$ cat src/prt_pkg.sv
// Shared constants, types and lookup tables of the pixel array readout timing block.
package prt_pkg;

  // ==========================================================================
  // Window defaults and array limits
  localparam logic [11:0] PRT_DEF_X_START = 12'h0008;
  localparam logic [11:0] PRT_DEF_Y_START = 12'h0008;
  localparam logic [11:0] PRT_DEF_X_OUT   = 12'h0F00;
  localparam logic [11:0] PRT_DEF_Y_OUT   = 12'h0ABC;
  localparam logic [3:0]  PRT_BORDER_MAX  = 4'h8;
  localparam logic [3:0]  PRT_BORDER_BIN  = 4'h4;
  localparam logic [1:0]  PRT_SKIPX_LOG_MAX = 2'h2;
  localparam logic [2:0]  PRT_SKIPY_LOG_MAX = 3'h5;
  localparam logic [2:0]  PRT_BINXY_SKIPY_LOG_MAX = 3'h2;
  localparam logic [2:0]  PRT_ILLEGAL_LP_DIV = 3'h4;
  localparam logic [11:0] PRT_PAIR_NEAR = 12'h0002;
  localparam logic [11:0] PRT_PAIR_FAR  = 12'h0004;
  // Colour phase of the array origin; the value is arbitrary.
  localparam logic [1:0]  PRT_BAYER_BASE = 2'h0;

  // ==========================================================================
  // Frame limits
  localparam logic [15:0] PRT_MIN_FRAME_BLANK = 16'h008F;
  localparam logic [15:0] PRT_MIN_FRAME_LINES = 16'h0091;
  localparam logic [15:0] PRT_FIFO_LINE_PAD   = 16'h005E;

  // ==========================================================================
  // Speed tables: index 0..2 is speed 1/2/4 unbinned, 3..5 the same with row binning
  localparam logic [15:0] PRT_MIN_BLANK_TBL [0:5] =
    '{16'h046E, 16'h029A, 16'h01B0, 16'h0822, 16'h046C, 16'h0292};
  localparam logic [15:0] PRT_MIN_LINE_TBL [0:5] =
    '{16'h0670, 16'h03E0, 16'h02F0, 16'h0CC0, 16'h0660, 16'h03D8};
  localparam logic [15:0] PRT_FINE_MIN_TBL [0:5] =
    '{16'h03F2, 16'h020A, 16'h0094, 16'h07B2, 16'h03AE, 16'h010C};
  localparam logic [15:0] PRT_FINE_MARGIN_TBL [0:5] =
    '{16'h027E, 16'h012E, 16'h0108, 16'h050E, 16'h0276, 16'h0224};
  localparam logic [15:0] PRT_FINE_CORR_TBL [0:5] =
    '{16'h009C, 16'h0048, 16'h001E, 16'h0134, 16'h0094, 16'h0044};

  // ==========================================================================
  // Carriers
  typedef struct packed {
    logic [11:0] x_start;
    logic [11:0] y_start;
    logic [11:0] x_end;
    logic [11:0] y_end;
    logic [11:0] x_out;
    logic [11:0] y_out;
    logic        mirror;
    logic        flip;
    logic [1:0]  skip_x_log;
    logic [2:0]  skip_y_log;
    logic        bin_x;
    logic        two_axis_average;
    logic        sum_x;
    logic        sum_xy;
    logic        bin_spread;
    logic [2:0]  row_speed;
    logic [2:0]  pixel_clock_divider;
    logic        low_power;
    logic [15:0] line_len;
    logic [15:0] frame_len;
    logic [15:0] coarse;
  } prt_cfg_t;

  typedef struct packed {
    logic [11:0] row;
    logic [11:0] col;
    logic [11:0] pair_row;
    logic [11:0] pair_col;
  } prt_pos_t;

  typedef struct packed {
    logic [15:0] fine_min;
    logic [15:0] fine_margin;
    logic [15:0] fine_corr;
    logic [15:0] min_line_len;
    logic [15:0] min_line_blank;
  } prt_lim_t;

  // Maps row speed 1/2/4 and the row binning flag onto a table index.
  function automatic logic [2:0] prt_tbl_idx(input logic [2:0] speed, input logic binned);
    logic [2:0] base;
    base = (speed == 3'h4) ? 3'h2 : (speed == 3'h2) ? 3'h1 : 3'h0;
    return binned ? 3'(base + 3'h3) : base;
  endfunction

endpackage

$ cat src/prt_readout.sv
// Readout sequencer of the pixel array: window, orientation, subsampling and frame timing.
// Operation
// RL1: Default window gives 3840x2748; border up to 8, or 4 when binning.
// RL2: Mirror reverses column order, from window last column to first.
// RL3: Flip reverses row order, from window last row to first.
// RL4: Colour phase output follows mirror and flip of the current frame.
// RL5: Column skip up to 4x, row skip up to 32x.
// RL6: Column skip shortens active row, row skip reduces rows read.
// RL7: Summing pairs adjacent same colour; binning adjacent or every other.
// RL8: Software never uses two combining methods in one direction.
// RL9: Two axis binning only with row and column skip 2 or 4.
// RL10: Column combining needs column skip 2 or 4; no skip, no combining. sum_xy is checked against row skip only, not column skip.
// RL11: Frame period is line length ticks times frame length lines.
// RL12: Software keeps line length at or above the speed table minimum.
// RL13: Line length exceeds half column span plus minimum line blanking.
// RL14: Line length lets the output FIFO drain every row.
// RL15: Frame length at least read rows plus 0x008F blanking lines.
// RL16: Coarse integration above frame length stretches frame to coarse plus one.
// RL17: Fine integration limits reported by row speed and binning.
// RL18: Fine correction reported by row speed and binning.
// RL19: Low power doubles the pixel clock divider internally.
// RL20: Low power enables no subsampling and works in any mode.
// RL21: Software never enables low power with divider 4.
// RL22: Software reprograms limits after entering low power.
// RL23: Rows and columns walk the window; output sizes set delivered dimensions.
// RL24: New settings take effect only at the next frame start.
`timescale 1ns/1ps
module prt_readout (
  // Clock and reset
  input  wire logic              clk,
  input  wire logic              arst_n,
  // Control
  input  wire logic              stream_en,
  input  wire prt_pkg::prt_cfg_t cfg,
  // Pixel stream timing
  output prt_pkg::prt_pos_t      pos,
  output logic                   frame_valid,
  output logic                   line_valid,
  output logic                   frame_start,
  // Status
  output logic [1:0]             pixel_order,
  output prt_pkg::prt_lim_t      limits,
  output logic [15:0]            frame_lines,
  output logic                   cfg_illegal
);
  import prt_pkg::*;

  typedef enum logic {PRT_IDLE, PRT_RUN} prt_state_t;

  prt_state_t  state_r;
  prt_cfg_t    act_r;
  logic [3:0]  div_cnt_r;
  logic [3:0]  eff_div_r;
  logic [15:0] row_r;
  logic [15:0] col_r;
  logic [15:0] frame_lines_r;
  prt_pos_t    pos_r;
  logic        fv_r;
  logic        lv_r;
  logic        fs_r;
  logic [1:0]  order_r;
  prt_lim_t    lim_r;
  logic        illegal_r;

  logic        tick;
  logic        line_end;
  logic        frame_end;
  logic        latch;
  logic [11:0] cols_act;
  logic [11:0] rows_act;
  logic [11:0] x_span;
  logic [11:0] y_span;
  logic [11:0] col_off;
  logic [11:0] row_off;
  logic [11:0] col_addr;
  logic [11:0] row_addr;
  logic [11:0] pair_gap;
  logic        x_comb;
  logic        y_comb;
  logic        bad_nxt;
  logic [2:0]  lim_idx;
  logic [3:0]  border;

  // ==========================================================================
  // Internal pixel clock and frame sequencing
  assign tick      = (state_r == PRT_RUN) && (div_cnt_r == 4'(eff_div_r - 4'h1));
  assign line_end  = tick && (col_r == 16'(act_r.line_len - 16'h0001));
  assign frame_end = line_end && (row_r == 16'(frame_lines_r - 16'h0001));
  assign latch     = ((state_r == PRT_IDLE) && stream_en) || frame_end; // RL24

  always_ff @(posedge clk or negedge arst_n) begin
    if (!arst_n) begin
      state_r <= PRT_IDLE;
    end else begin
      case (state_r)
        PRT_IDLE: if (stream_en) state_r <= PRT_RUN;
        PRT_RUN:  if (frame_end && !stream_en) state_r <= PRT_IDLE;
        default:  state_r <= PRT_IDLE;
      endcase
    end
  end

  // Settings are captured only at a frame boundary.
  always_ff @(posedge clk or negedge arst_n) begin
    if (!arst_n) begin
      act_r         <= '0;
      eff_div_r     <= 4'h1;
      frame_lines_r <= PRT_MIN_FRAME_LINES;
    end else if (latch) begin
      act_r         <= cfg; // RL24
      eff_div_r     <= cfg.low_power ? {cfg.pixel_clock_divider, 1'b0}
                                     : {1'b0, cfg.pixel_clock_divider}; // RL19 RL20
      frame_lines_r <= (cfg.coarse > cfg.frame_len) ? 16'(cfg.coarse + 16'h0001)
                                                    : cfg.frame_len; // RL16
    end
  end

  always_ff @(posedge clk or negedge arst_n) begin
    if (!arst_n) begin
      div_cnt_r <= '0;
    end else if (latch || tick) begin
      div_cnt_r <= '0;
    end else if (state_r == PRT_RUN) begin
      div_cnt_r <= 4'(div_cnt_r + 4'h1);
    end
  end

  // Frame period is line length ticks times frame lines.
  always_ff @(posedge clk or negedge arst_n) begin
    if (!arst_n) begin
      row_r <= '0;
      col_r <= '0;
    end else if (latch) begin
      row_r <= '0;
      col_r <= '0;
    end else if (line_end) begin
      col_r <= '0; // RL11
      row_r <= 16'(row_r + 16'h0001); // RL11
    end else if (tick) begin
      col_r <= 16'(col_r + 16'h0001);
    end
  end

  // ==========================================================================
  // Address generation inside the window
  assign x_span   = 12'((12'(act_r.x_end - act_r.x_start) + 12'h001) >> act_r.skip_x_log);
  assign y_span   = 12'((12'(act_r.y_end - act_r.y_start) + 12'h001) >> act_r.skip_y_log);
  assign cols_act = (act_r.x_out < x_span) ? act_r.x_out : x_span; // RL6 RL23
  assign rows_act = (act_r.y_out < y_span) ? act_r.y_out : y_span; // RL6 RL23
  assign col_off  = 12'(col_r[11:0] << act_r.skip_x_log); // RL5
  assign row_off  = 12'(row_r[11:0] << act_r.skip_y_log); // RL5
  assign col_addr = act_r.mirror ? 12'(act_r.x_end - col_off) : 12'(act_r.x_start + col_off); // RL2
  assign row_addr = act_r.flip ? 12'(act_r.y_end - row_off) : 12'(act_r.y_start + row_off); // RL3
  assign x_comb   = act_r.bin_x | act_r.two_axis_average | act_r.sum_x | act_r.sum_xy;
  assign y_comb   = act_r.two_axis_average | act_r.sum_xy;
  // Summing always pairs the nearest same-colour pixel.
  assign pair_gap = (act_r.bin_spread && !(act_r.sum_x || act_r.sum_xy)) ? PRT_PAIR_FAR
                                                                        : PRT_PAIR_NEAR; // RL7

  always_ff @(posedge clk or negedge arst_n) begin
    if (!arst_n) begin
      pos_r <= '0;
    end else begin
      pos_r.row      <= row_addr;
      pos_r.col      <= col_addr;
      pos_r.pair_row <= !y_comb ? row_addr
                      : act_r.flip ? 12'(row_addr - pair_gap) : 12'(row_addr + pair_gap); // RL7
      pos_r.pair_col <= !x_comb ? col_addr
                      : act_r.mirror ? 12'(col_addr - pair_gap) : 12'(col_addr + pair_gap); // RL7
    end
  end

  always_ff @(posedge clk or negedge arst_n) begin
    if (!arst_n) begin
      fv_r <= 1'b0;
      lv_r <= 1'b0;
      fs_r <= 1'b0;
    end else begin
      fv_r <= (state_r == PRT_RUN) && !latch && (row_r < 16'(rows_act)); // RL23
      lv_r <= (state_r == PRT_RUN) && !latch && (row_r < 16'(rows_act))
              && (col_r < 16'(cols_act)); // RL6
      fs_r <= latch;
    end
  end

  // ==========================================================================
  // Colour phase, limits and configuration check
  assign lim_idx = prt_tbl_idx(cfg.row_speed, cfg.two_axis_average);

  always_ff @(posedge clk or negedge arst_n) begin
    if (!arst_n) begin
      order_r <= PRT_BAYER_BASE;
      lim_r   <= '0;
    end else if (latch) begin
      order_r <= PRT_BAYER_BASE ^ {cfg.flip ? cfg.y_end[0] : cfg.y_start[0],
                                   cfg.mirror ? cfg.x_end[0] : cfg.x_start[0]}; // RL4
      lim_r.fine_min       <= PRT_FINE_MIN_TBL[lim_idx]; // RL17
      lim_r.fine_margin    <= PRT_FINE_MARGIN_TBL[lim_idx]; // RL17
      lim_r.fine_corr      <= PRT_FINE_CORR_TBL[lim_idx]; // RL18
      lim_r.min_line_len   <= PRT_MIN_LINE_TBL[lim_idx];
      lim_r.min_line_blank <= PRT_MIN_BLANK_TBL[lim_idx];
    end
  end

  // Illegal settings are only flagged; the frame still runs as programmed.
  always_comb begin
    bad_nxt = 1'b0;
    border  = (cfg.bin_x || cfg.two_axis_average) ? PRT_BORDER_BIN : PRT_BORDER_MAX;
    // A window wider or taller than the default image plus a border on both edges is flagged.
    if (12'(cfg.x_end - cfg.x_start) >= 12'(PRT_DEF_X_OUT + 12'({border, 1'b0}))) // RL1
      bad_nxt = 1'b1;
    if (12'(cfg.y_end - cfg.y_start) >= 12'(PRT_DEF_Y_OUT + 12'({border, 1'b0}))) // RL1
      bad_nxt = 1'b1;
    if (cfg.skip_x_log > PRT_SKIPX_LOG_MAX || cfg.skip_y_log > PRT_SKIPY_LOG_MAX)
      bad_nxt = 1'b1;
    if ((3'(cfg.bin_x) + 3'(cfg.two_axis_average) + 3'(cfg.sum_x) + 3'(cfg.sum_xy)) > 3'h1)
      bad_nxt = 1'b1;
    if (cfg.two_axis_average && (cfg.skip_x_log == 2'h0 || cfg.skip_y_log == 3'h0
        || cfg.skip_y_log > PRT_BINXY_SKIPY_LOG_MAX))
      bad_nxt = 1'b1;
    if ((cfg.bin_x || cfg.sum_x) && cfg.skip_x_log == 2'h0)
      bad_nxt = 1'b1;
    if (cfg.sum_xy && cfg.skip_y_log == 3'h0)
      bad_nxt = 1'b1;
    if (cfg.low_power && cfg.pixel_clock_divider == PRT_ILLEGAL_LP_DIV)
      bad_nxt = 1'b1;
  end

  always_ff @(posedge clk or negedge arst_n) begin
    if (!arst_n) begin
      illegal_r <= 1'b0;
    end else begin
      illegal_r <= bad_nxt;
    end
  end

  assign pos         = pos_r;
  assign frame_valid = fv_r;
  assign line_valid  = lv_r;
  assign frame_start = fs_r;
  assign pixel_order = order_r;
  assign limits      = lim_r;
  assign frame_lines = frame_lines_r;
  assign cfg_illegal = illegal_r;

  // ==========================================================================
  // Assertions
  a_mirror_first_col: assert property (@(posedge clk) disable iff (!arst_n) // RL2
    $rose(lv_r) && act_r.mirror && !fs_r |-> pos_r.col == act_r.x_end)
    else $error("mirrored row does not start at window end column");

  a_flip_first_row: assert property (@(posedge clk) disable iff (!arst_n) // RL3
    tick && row_r == 16'h0000 && col_r == 16'h0000 && act_r.flip |=> pos_r.row == act_r.y_end)
    else $error("flipped frame does not start at window end row");

  a_order_follows_orient: assert property (@(posedge clk) disable iff (!arst_n) // RL4
    latch |=> order_r[0] == (PRT_BAYER_BASE[0] ^ act_r.x_end[0]) || !act_r.mirror)
    else $error("colour phase ignores mirror");

  a_skip_col_step: assert property (@(posedge clk) disable iff (!arst_n) // RL5
    tick && !line_end && !act_r.mirror ##1 1'b1 ##1 1'b1
    |-> pos_r.col == 12'($past(pos_r.col, 1) + (12'h001 << $past(act_r.skip_x_log)))
        || $past(latch, 2))
    else $error("column step differs from skip factor");

  a_lv_within_cols: assert property (@(posedge clk) disable iff (!arst_n) // RL6
    lv_r |-> $past(col_r) < 16'($past(cols_act)))
    else $error("line valid outside active columns");

  a_frame_wraps: assert property (@(posedge clk) disable iff (!arst_n) // RL11
    frame_end |=> row_r == 16'h0000 && col_r == 16'h0000 && fs_r)
    else $error("frame does not restart after frame length lines");

  a_frame_stretch: assert property (@(posedge clk) disable iff (!arst_n) // RL16
    latch && cfg.coarse > cfg.frame_len |=> frame_lines_r == 16'($past(cfg.coarse) + 16'h0001))
    else $error("frame not stretched for long coarse integration");

  a_fine_speed1: assert property (@(posedge clk) disable iff (!arst_n) // RL17 RL18
    latch && cfg.row_speed == 3'h1 && !cfg.two_axis_average
    |=> lim_r.fine_min == 16'h03F2 && lim_r.fine_margin == 16'h027E
        && lim_r.fine_corr == 16'h009C)
    else $error("speed 1 fine limits wrong");

  a_low_power_tick: assert property (@(posedge clk) disable iff (!arst_n) // RL19
    tick && act_r.low_power && !latch ##1 !latch |-> !tick)
    else $error("low power tick not slowed");

  a_cfg_held: assert property (@(posedge clk) disable iff (!arst_n) // RL24
    !$past(latch) |-> act_r == $past(act_r))
    else $error("settings changed inside a frame");

endmodule

$ cat config.mk
export PLATFORM = sky130hd
export DESIGN_NAME = prt_readout
export DESIGN_NICKNAME = d
export VERILOG_FILES = /design/src/prt_pkg.sv /design/src/prt_readout.sv
export SDC_FILE = /design/constraint.sdc
export NUM_CORES = 1
export LEC_CHECK = 0
export ABC_AREA = 1
export ABC_CLOCK_PERIOD_IN_PS = 14750
export BUFFER_PORTS_ARGS = -buffer_cell sky130_fd_sc_hd__buf_2
export CAP_MARGIN = 25
export CORE_AREA = 2 2 194 196
export CTS_CLUSTER_SIZE = 40
export DETAILED_ROUTE_END_ITERATION = 7
export DIE_AREA = 0 0 196 198
export GPL_TIMING_DRIVEN = 0
export PLACE_DENSITY_LB_ADDON = 0.08
export SYNTH_ARGS = -nofsm -noshare
export SYNTH_HDL_FRONTEND = slang
export SYNTH_SLANG_ARGS = --single-unit
$ cat constraint.sdc
create_clock -name clk -period 14.75 [get_ports clk]
set_clock_uncertainty 0.1 [all_clocks]
set_input_delay 1.475 -clock clk [delete_from_list [all_inputs] [get_ports clk]]
set_output_delay 1.475 -clock clk [all_outputs]
set_load 0.005 [all_outputs]
Word level (Yosys, flattened, before mapping) --
Memories as Yosys holds them, arrays and structs flattened. A register that Yosys moved wholly into a read port is not among the register bits. Index checks and enable logic that the tools add are counted.
Word-level totals: bits in registers 211, ROM bits 640, input port bits 142, output and inout bits 150, logic and storage cells 159, memories 5
Memory list:
- (no name shown) | words 8, width 16, rd ports 1, clocked after memory_dff 1, wr ports 0, RTL line prt_readout.sv:201 | lim_r.min_line_blank <= PRT_MIN_BLANK_TBL[lim_idx];
- (no name shown) | words 8, width 16, rd ports 1, clocked after memory_dff 1, wr ports 0, RTL line prt_readout.sv:200 | lim_r.min_line_len <= PRT_MIN_LINE_TBL[lim_idx];
- (no name shown) | words 8, width 16, rd ports 1, clocked after memory_dff 1, wr ports 0, RTL line prt_readout.sv:199 | lim_r.fine_corr <= PRT_FINE_CORR_TBL[lim_idx];
- (no name shown) | words 8, width 16, rd ports 1, clocked after memory_dff 1, wr ports 0, RTL line prt_readout.sv:198 | lim_r.fine_margin <= PRT_FINE_MARGIN_TBL[lim_idx];
- (no name shown) | words 8, width 16, rd ports 1, clocked after memory_dff 1, wr ports 0, RTL line prt_readout.sv:197 | lim_r.fine_min <= PRT_FINE_MIN_TBL[lim_idx];
Cells by class: add/subtract/negate cells 27, order comparisons 11, equal/unequal tests 6, shifts and indexed selects 4, muxes and demuxes 35, bitwise operators 6, reduce and logical (&&, ||, !) cells 34
Operators with widths (number):
- $mux 12 | 8
- $mux 16 | 6
- $sub 12x12->12 | 6
- $add 16x1->16 const B | 3
- $eq 16x16->1 | 2
- $lt 16x12->1 | 2
- $sub 16x1->16 const B | 2
- $add 12x1->12 const B | 2
- $add 12x12->12 | 2
- $add 12x3->12 | 2
- $ge 12x12->1 | 2
- $lt 12x12->1 | 2
- $sub 12x3->12 | 2
- $gt 16x16->1 | 1
- $mux 4 | 4
- $logic_and 1x1->1 | 13
- $mux 1 | 13
- $add 12x5->12 const A | 1
- $shl 12x2->12 | 1
- $shl 12x3->12 | 1
- $shr 12x2->12 | 1
- $shr 12x3->12 | 1
- $add 9x6->10 const A | 1
- $logic_not 1->1 | 8
- 24 further kinds | 37

Depth between registers and ports, before layout --
depth after elaboration 12, gate-level depth with buffers 39, depth with buffers taken out 38

Worst setup path before layout --
OpenSTA, ideal clock, no wires.
kind reg-to-reg, start reg act_r[92] (netlist name), end reg lv_r (netlist: line_valid), library setup time 71 ps, arrival 5060 ps, data required time 14579 ps, setup slack 9519 ps, stages on the path, launching flop included 35, buffers on the path 1, clock period less this slack 5231 ps, cell sequence dfrtp_1 > inv_1 > ha_1 > inv_1 > ha_1 > fa_1 > nand2_1 > nand2_1 > nand3_1 > nand2_1 > a21oi_1 > o21ai_0 > a21oi_1 > nor2_1 > nor2_1 > xor2_1 > o21ai_0 > inv_1 > o21ai_0 > or2_2 > ha_1 > nand4_1 > o221a_2 > nand2_1 > buf_1 > nand2_1 > o21ai_0 > ha_1 > a21oi_1 > o21bai_1 > a2111oi_0 > nand2_1 > inv_1 > nand2_1 > nor2_1
Between the ends: word-level cells in the longest chain between the ends 8
Ends and longest elaborated chain:
- from (decl) | RTL line prt_readout.sv:51 | prt_cfg_t act_r;
- from (signal assigned) | RTL line prt_readout.sv:110 | act_r <= cfg;
- $sub 12x12->12 (*) | RTL line prt_readout.sv:147 | assign y_span = 12'((12'(act_r.y_end - act_r.y_start) + 12'h001) >> act_r.skip_y_log);
- $add 12x1->12 (*) | RTL line prt_readout.sv:147
- $shr 12x3->12 (*) | RTL line prt_readout.sv:147
- $lt 12x12->1 | RTL line prt_readout.sv:149 | assign rows_act = (act_r.y_out < y_span) ? act_r.y_out : y_span;
- $mux 12 (*) | RTL line prt_readout.sv:149
- $lt 16x12->1 (*) | RTL line prt_readout.sv:180 | lv_r <= (state_r == PRT_RUN) && !latch && (row_r < 16'(rows_act))
- $logic_and 1x1->1 (*) | RTL line prt_readout.sv:180
- $logic_and 1x1->1 (*) | RTL line prt_readout.sv:181 | && (col_r < 16'(cols_act));
- to (signal assigned) | RTL line prt_readout.sv:180
- to (decl) | RTL line prt_readout.sv:59 | logic lv_r;
Mark *: on every way between the ends. The rest lies on a longest branch, timed or not. A chain may end at the register's enable or synchronous reset.

Worst setup path in the final report --
start reg act_r[116] (netlist name), end reg lv_r (netlist: line_valid)
Same word-level chain as after synthesis.

==> flow_metrics.py <==
metrics = {
    "die": {
        "initial_core_util_pct": 50.9,
        "die-area_mm2": 0.0388,
        "die_w_um": 196,
        "core.rowCount": 71,
        "ios": 292,
        "fp.coreArea_mm2": 0.0370,
        "die_h_um": 198,
    },
    "final_layout": {
        "fillerInstances": 3499,
        "final_nets": 3221,
        "finalNonFillerCells": 3360,
        "synthToLayoutAreaGrowth_pct": 15.8,
        "final_cell_mix": "nand2_1, inv_1, buf_2",
        "mostFrequentLayoutCell": "nand2_1",
        "drive_gt1_share_pct": 15.1,
        "final_cell_area_mm2": 0.0218,
    },
    "place": {
        "dpl.cell_count": 3305,
        "gp_congestion": 0.930,
        "placedInstanceArea_mm2": 0.0209,
        "dp_hpwl_um": 44300,
        "io_buffers": 258,
    },
    "detailed_routing": {
        "route.detailed.drc": 0,
        "postRouteWirelength_um": 54600,
        "first_iter_violations": 866,
        "first_pass_iters": 7,
        "via_count": 17400,
        "ant_nets": 0,
        "viasPerCell": 5.18,
        "wl_per_cell_um": 16.2,
    },
    "worst_setup_path": {
        "slowest_stage": "dfrtp_1",
        "crit_fanout": 10,
        "slowest_delay_ps": 480,
        "worst_ep_arrival_time_ps": 6550,
        "cp_data_required_time_ps": 15160,
        "worst-setup-path-type": "register to register",
        "startpoint_type": "register",
        "path_common_cell": "nand2_1",
        "crit_path_end_kind": "register",
    },
    "synth": {
        "yosys_warnings": 0,
        "yosys_register_bits": 237,
        "synth-edff-count": 0,
        "synth_cells": 2539,
        "synth_area_leader_cell": "dfrtp_1",
        "yosysTopAreaCellShare_pct": 31.0,
        "synth_ff_type": "dfrtp_1",
        "async_flop_share_pct": 100,
        "synth_seq_area_share_pct": 31.5,
        "synthTopCellsByArea": "dfrtp_1, ha_1, nand2_1",
        "syn-cell-area_mm2": 0.0188,
        "avgSynthCellArea_um2": 7.41,
        "ys_types": 58,
    },
    "cts": {
        "cts_buffers": 28,
        "cts.sinks": 237,
        "cts_setup_buffers": 0,
        "cts_tree": "built",
        "clk_pin_slew_ps": 70,
        "clockBufferDepth": 3,
        "clock-root-buffer": "clkbuf_16",
        "clock_latency_ps": 580,
        "h-tree-depth": 1,
        "ctsResizeCount": 0,
        "cts_hold_buf": 0,
    },
    "power_and_ir_drop": {
        "power_frac_clock_pct": 18.6,
        "power_switching_w": 0.00163,
        "peakVddDrop_mv": 0.102,
        "p_seq_share_pct": 26.3,
        "switching_share_pct": 44.8,
        "p_int_w": 0.00201,
        "total_leakage_power_nw": 11.6,
        "combPwrFrac_pct": 55.1,
        "p_per_area_mw_per_mm2": 167,
    },
    "grt": {
        "grt_max_degree": 120,
        "use_met3_pct": 5.48,
        "grt_pass1_vias": 17100,
        "antenna_found_initial": 8,
        "grt_overflow": 0,
        "top_usage_layer": "met2",
        "met2_usage_pct": 48.2,
        "grt_use_total_pct": 28.4,
        "grt_pass1_wl_um": 87600,
        "use_met1_pct": 37.1,
    },
    "sta": {
        "report.final.slew_viol_count": 0,
        "rsz0062_at_grt": "false",
        "tightest_slew_ps": 914,
        "period_share_pct": 41.6,
        "fin_tns_setup_ps": 0,
        "setup_violations": 0,
        "max_freq_mhz": 163,
        "final_hold_viol_count": 0,
        "slew_headroom_pct": 39.1,
        "fin_crit_ps": 6140,
    },
    "outcome": {
        "outcome": "finished, final reports clean",
    },
    "run": {
        "max_cap_violations": 0,
    },
    "worst_hold_path": {
        "hp-class": "register to register",
    },
}
## sequential cells by signal, indices dropped and copies added, names as in the netlist, 2 cells and up
register	count
act_r	100
col_r	16
div_cnt_r	4
eff_div_r	4
frame_lines	16
limits	28
pixel_order	2
pos	46
row_r	16
## worst paths after layout
kind / slack [ps] / cells after the start / endpoint / startpoint
worst max-delay path: 8610 / 36 / line_valid / act_r[116]
worst min-delay path: 370 / 1 / limits[22] / limits[22]
worst max register to register: 8610 / 36 / line_valid / act_r[116]
worst min register to register: 370 / 1 / limits[22] / limits[22]
max in group asynchronous: 13150 / 2 / limits[68] / arst_n
min in group asynchronous: 600 / 1 / pos[12] / arst_n
## area by class of cell
cell class / instances / area, um^2 / area share, %
multi-input cells: 1892 / 11000 / 50.6
flip-flops and latches: 237 / 5940 / 27.2
repair buffers: 260 / 1360 / 6.23
inverters: 314 / 1180 / 5.41
plain buffers: 128 / 798 / 3.66
clock buffers: 36 / 771 / 3.54
well taps: 474 / 593 / 2.72
clock inverters: 15 / 115 / 0.528
diodes: 4 / 10.0 / 0.0459
## metal layers
layer | routed length, um | vias up
met5 | 32 | -
met1 | 24700 | 8044
met3 | 3560 | 80
met4 | 1220 | 6
met2 | 25000 | 427
li1 | - | 8854
## worst max-delay path: cells and delay by family (launching register included)
family                     cells  cell delay (ps)
and+or+nand+nor               15             1270
buffers and inverters          3              340
adders and majority gates      5             1610
AOI/OAI and AO/OA             12             2010
DFF                            1              480
xor gates and xnor gates       1              270
## stage by stage
stage	utilization (%)	total power [W]	hold WS [ps]	setup WS [ps]
2_1_floorplan	-	0.00241	354	9520
3_3_place_gp	56.4	0.00290	350	7880
3_5_place_dp	56.5	0.00296	357	8620
4_1_cts	58.9	0.00365	381	8580
5_1_grt	58.9	0.00401	406	7910
6_report	59.0	0.00364	372	8610
## logic make-up after synthesis
logic type / Yosys count / synth area share (%)
xor+xnor: 136 / 6.33
other cells: 1 / 0.0199
flops: 237 / 31.5
buf+inv: 442 / 10.5
mux: 7 / 0.372
fa+ha+maj: 218 / 14.9
compound gates: 458 / 13.6
simple gates: 1040 / 22.8
## cells in the mapped netlist, types with 15 or more instances
library cell,n
ha_1,209
xor2_1,92
inv_1,307
a31oi_1,21
nor2_1,176
nand2_1,669
nor3_1,25
xnor2_1,44
dfrtp_1,233
nand3_1,94
o21ai_0,242
o31ai_1,15
nand4_1,21
buf_4,69
a21oi_1,109
clkbuf_1,39
nor4_1,16
## power groups by stage
stage          Combinational (W)  Sequential, W  Clock (W)
2_1_floorplan            0.00147       0.000944          0
3_3_place_gp             0.00194       0.000962          0
3_5_place_dp             0.00199       0.000966          0
4_1_cts                  0.00201       0.000956   0.000689
5_1_grt                  0.00232       0.000976   0.000712
6_report                 0.00201       0.000956   0.000677
No activity file was read; power rests on OpenSTA's default activity.
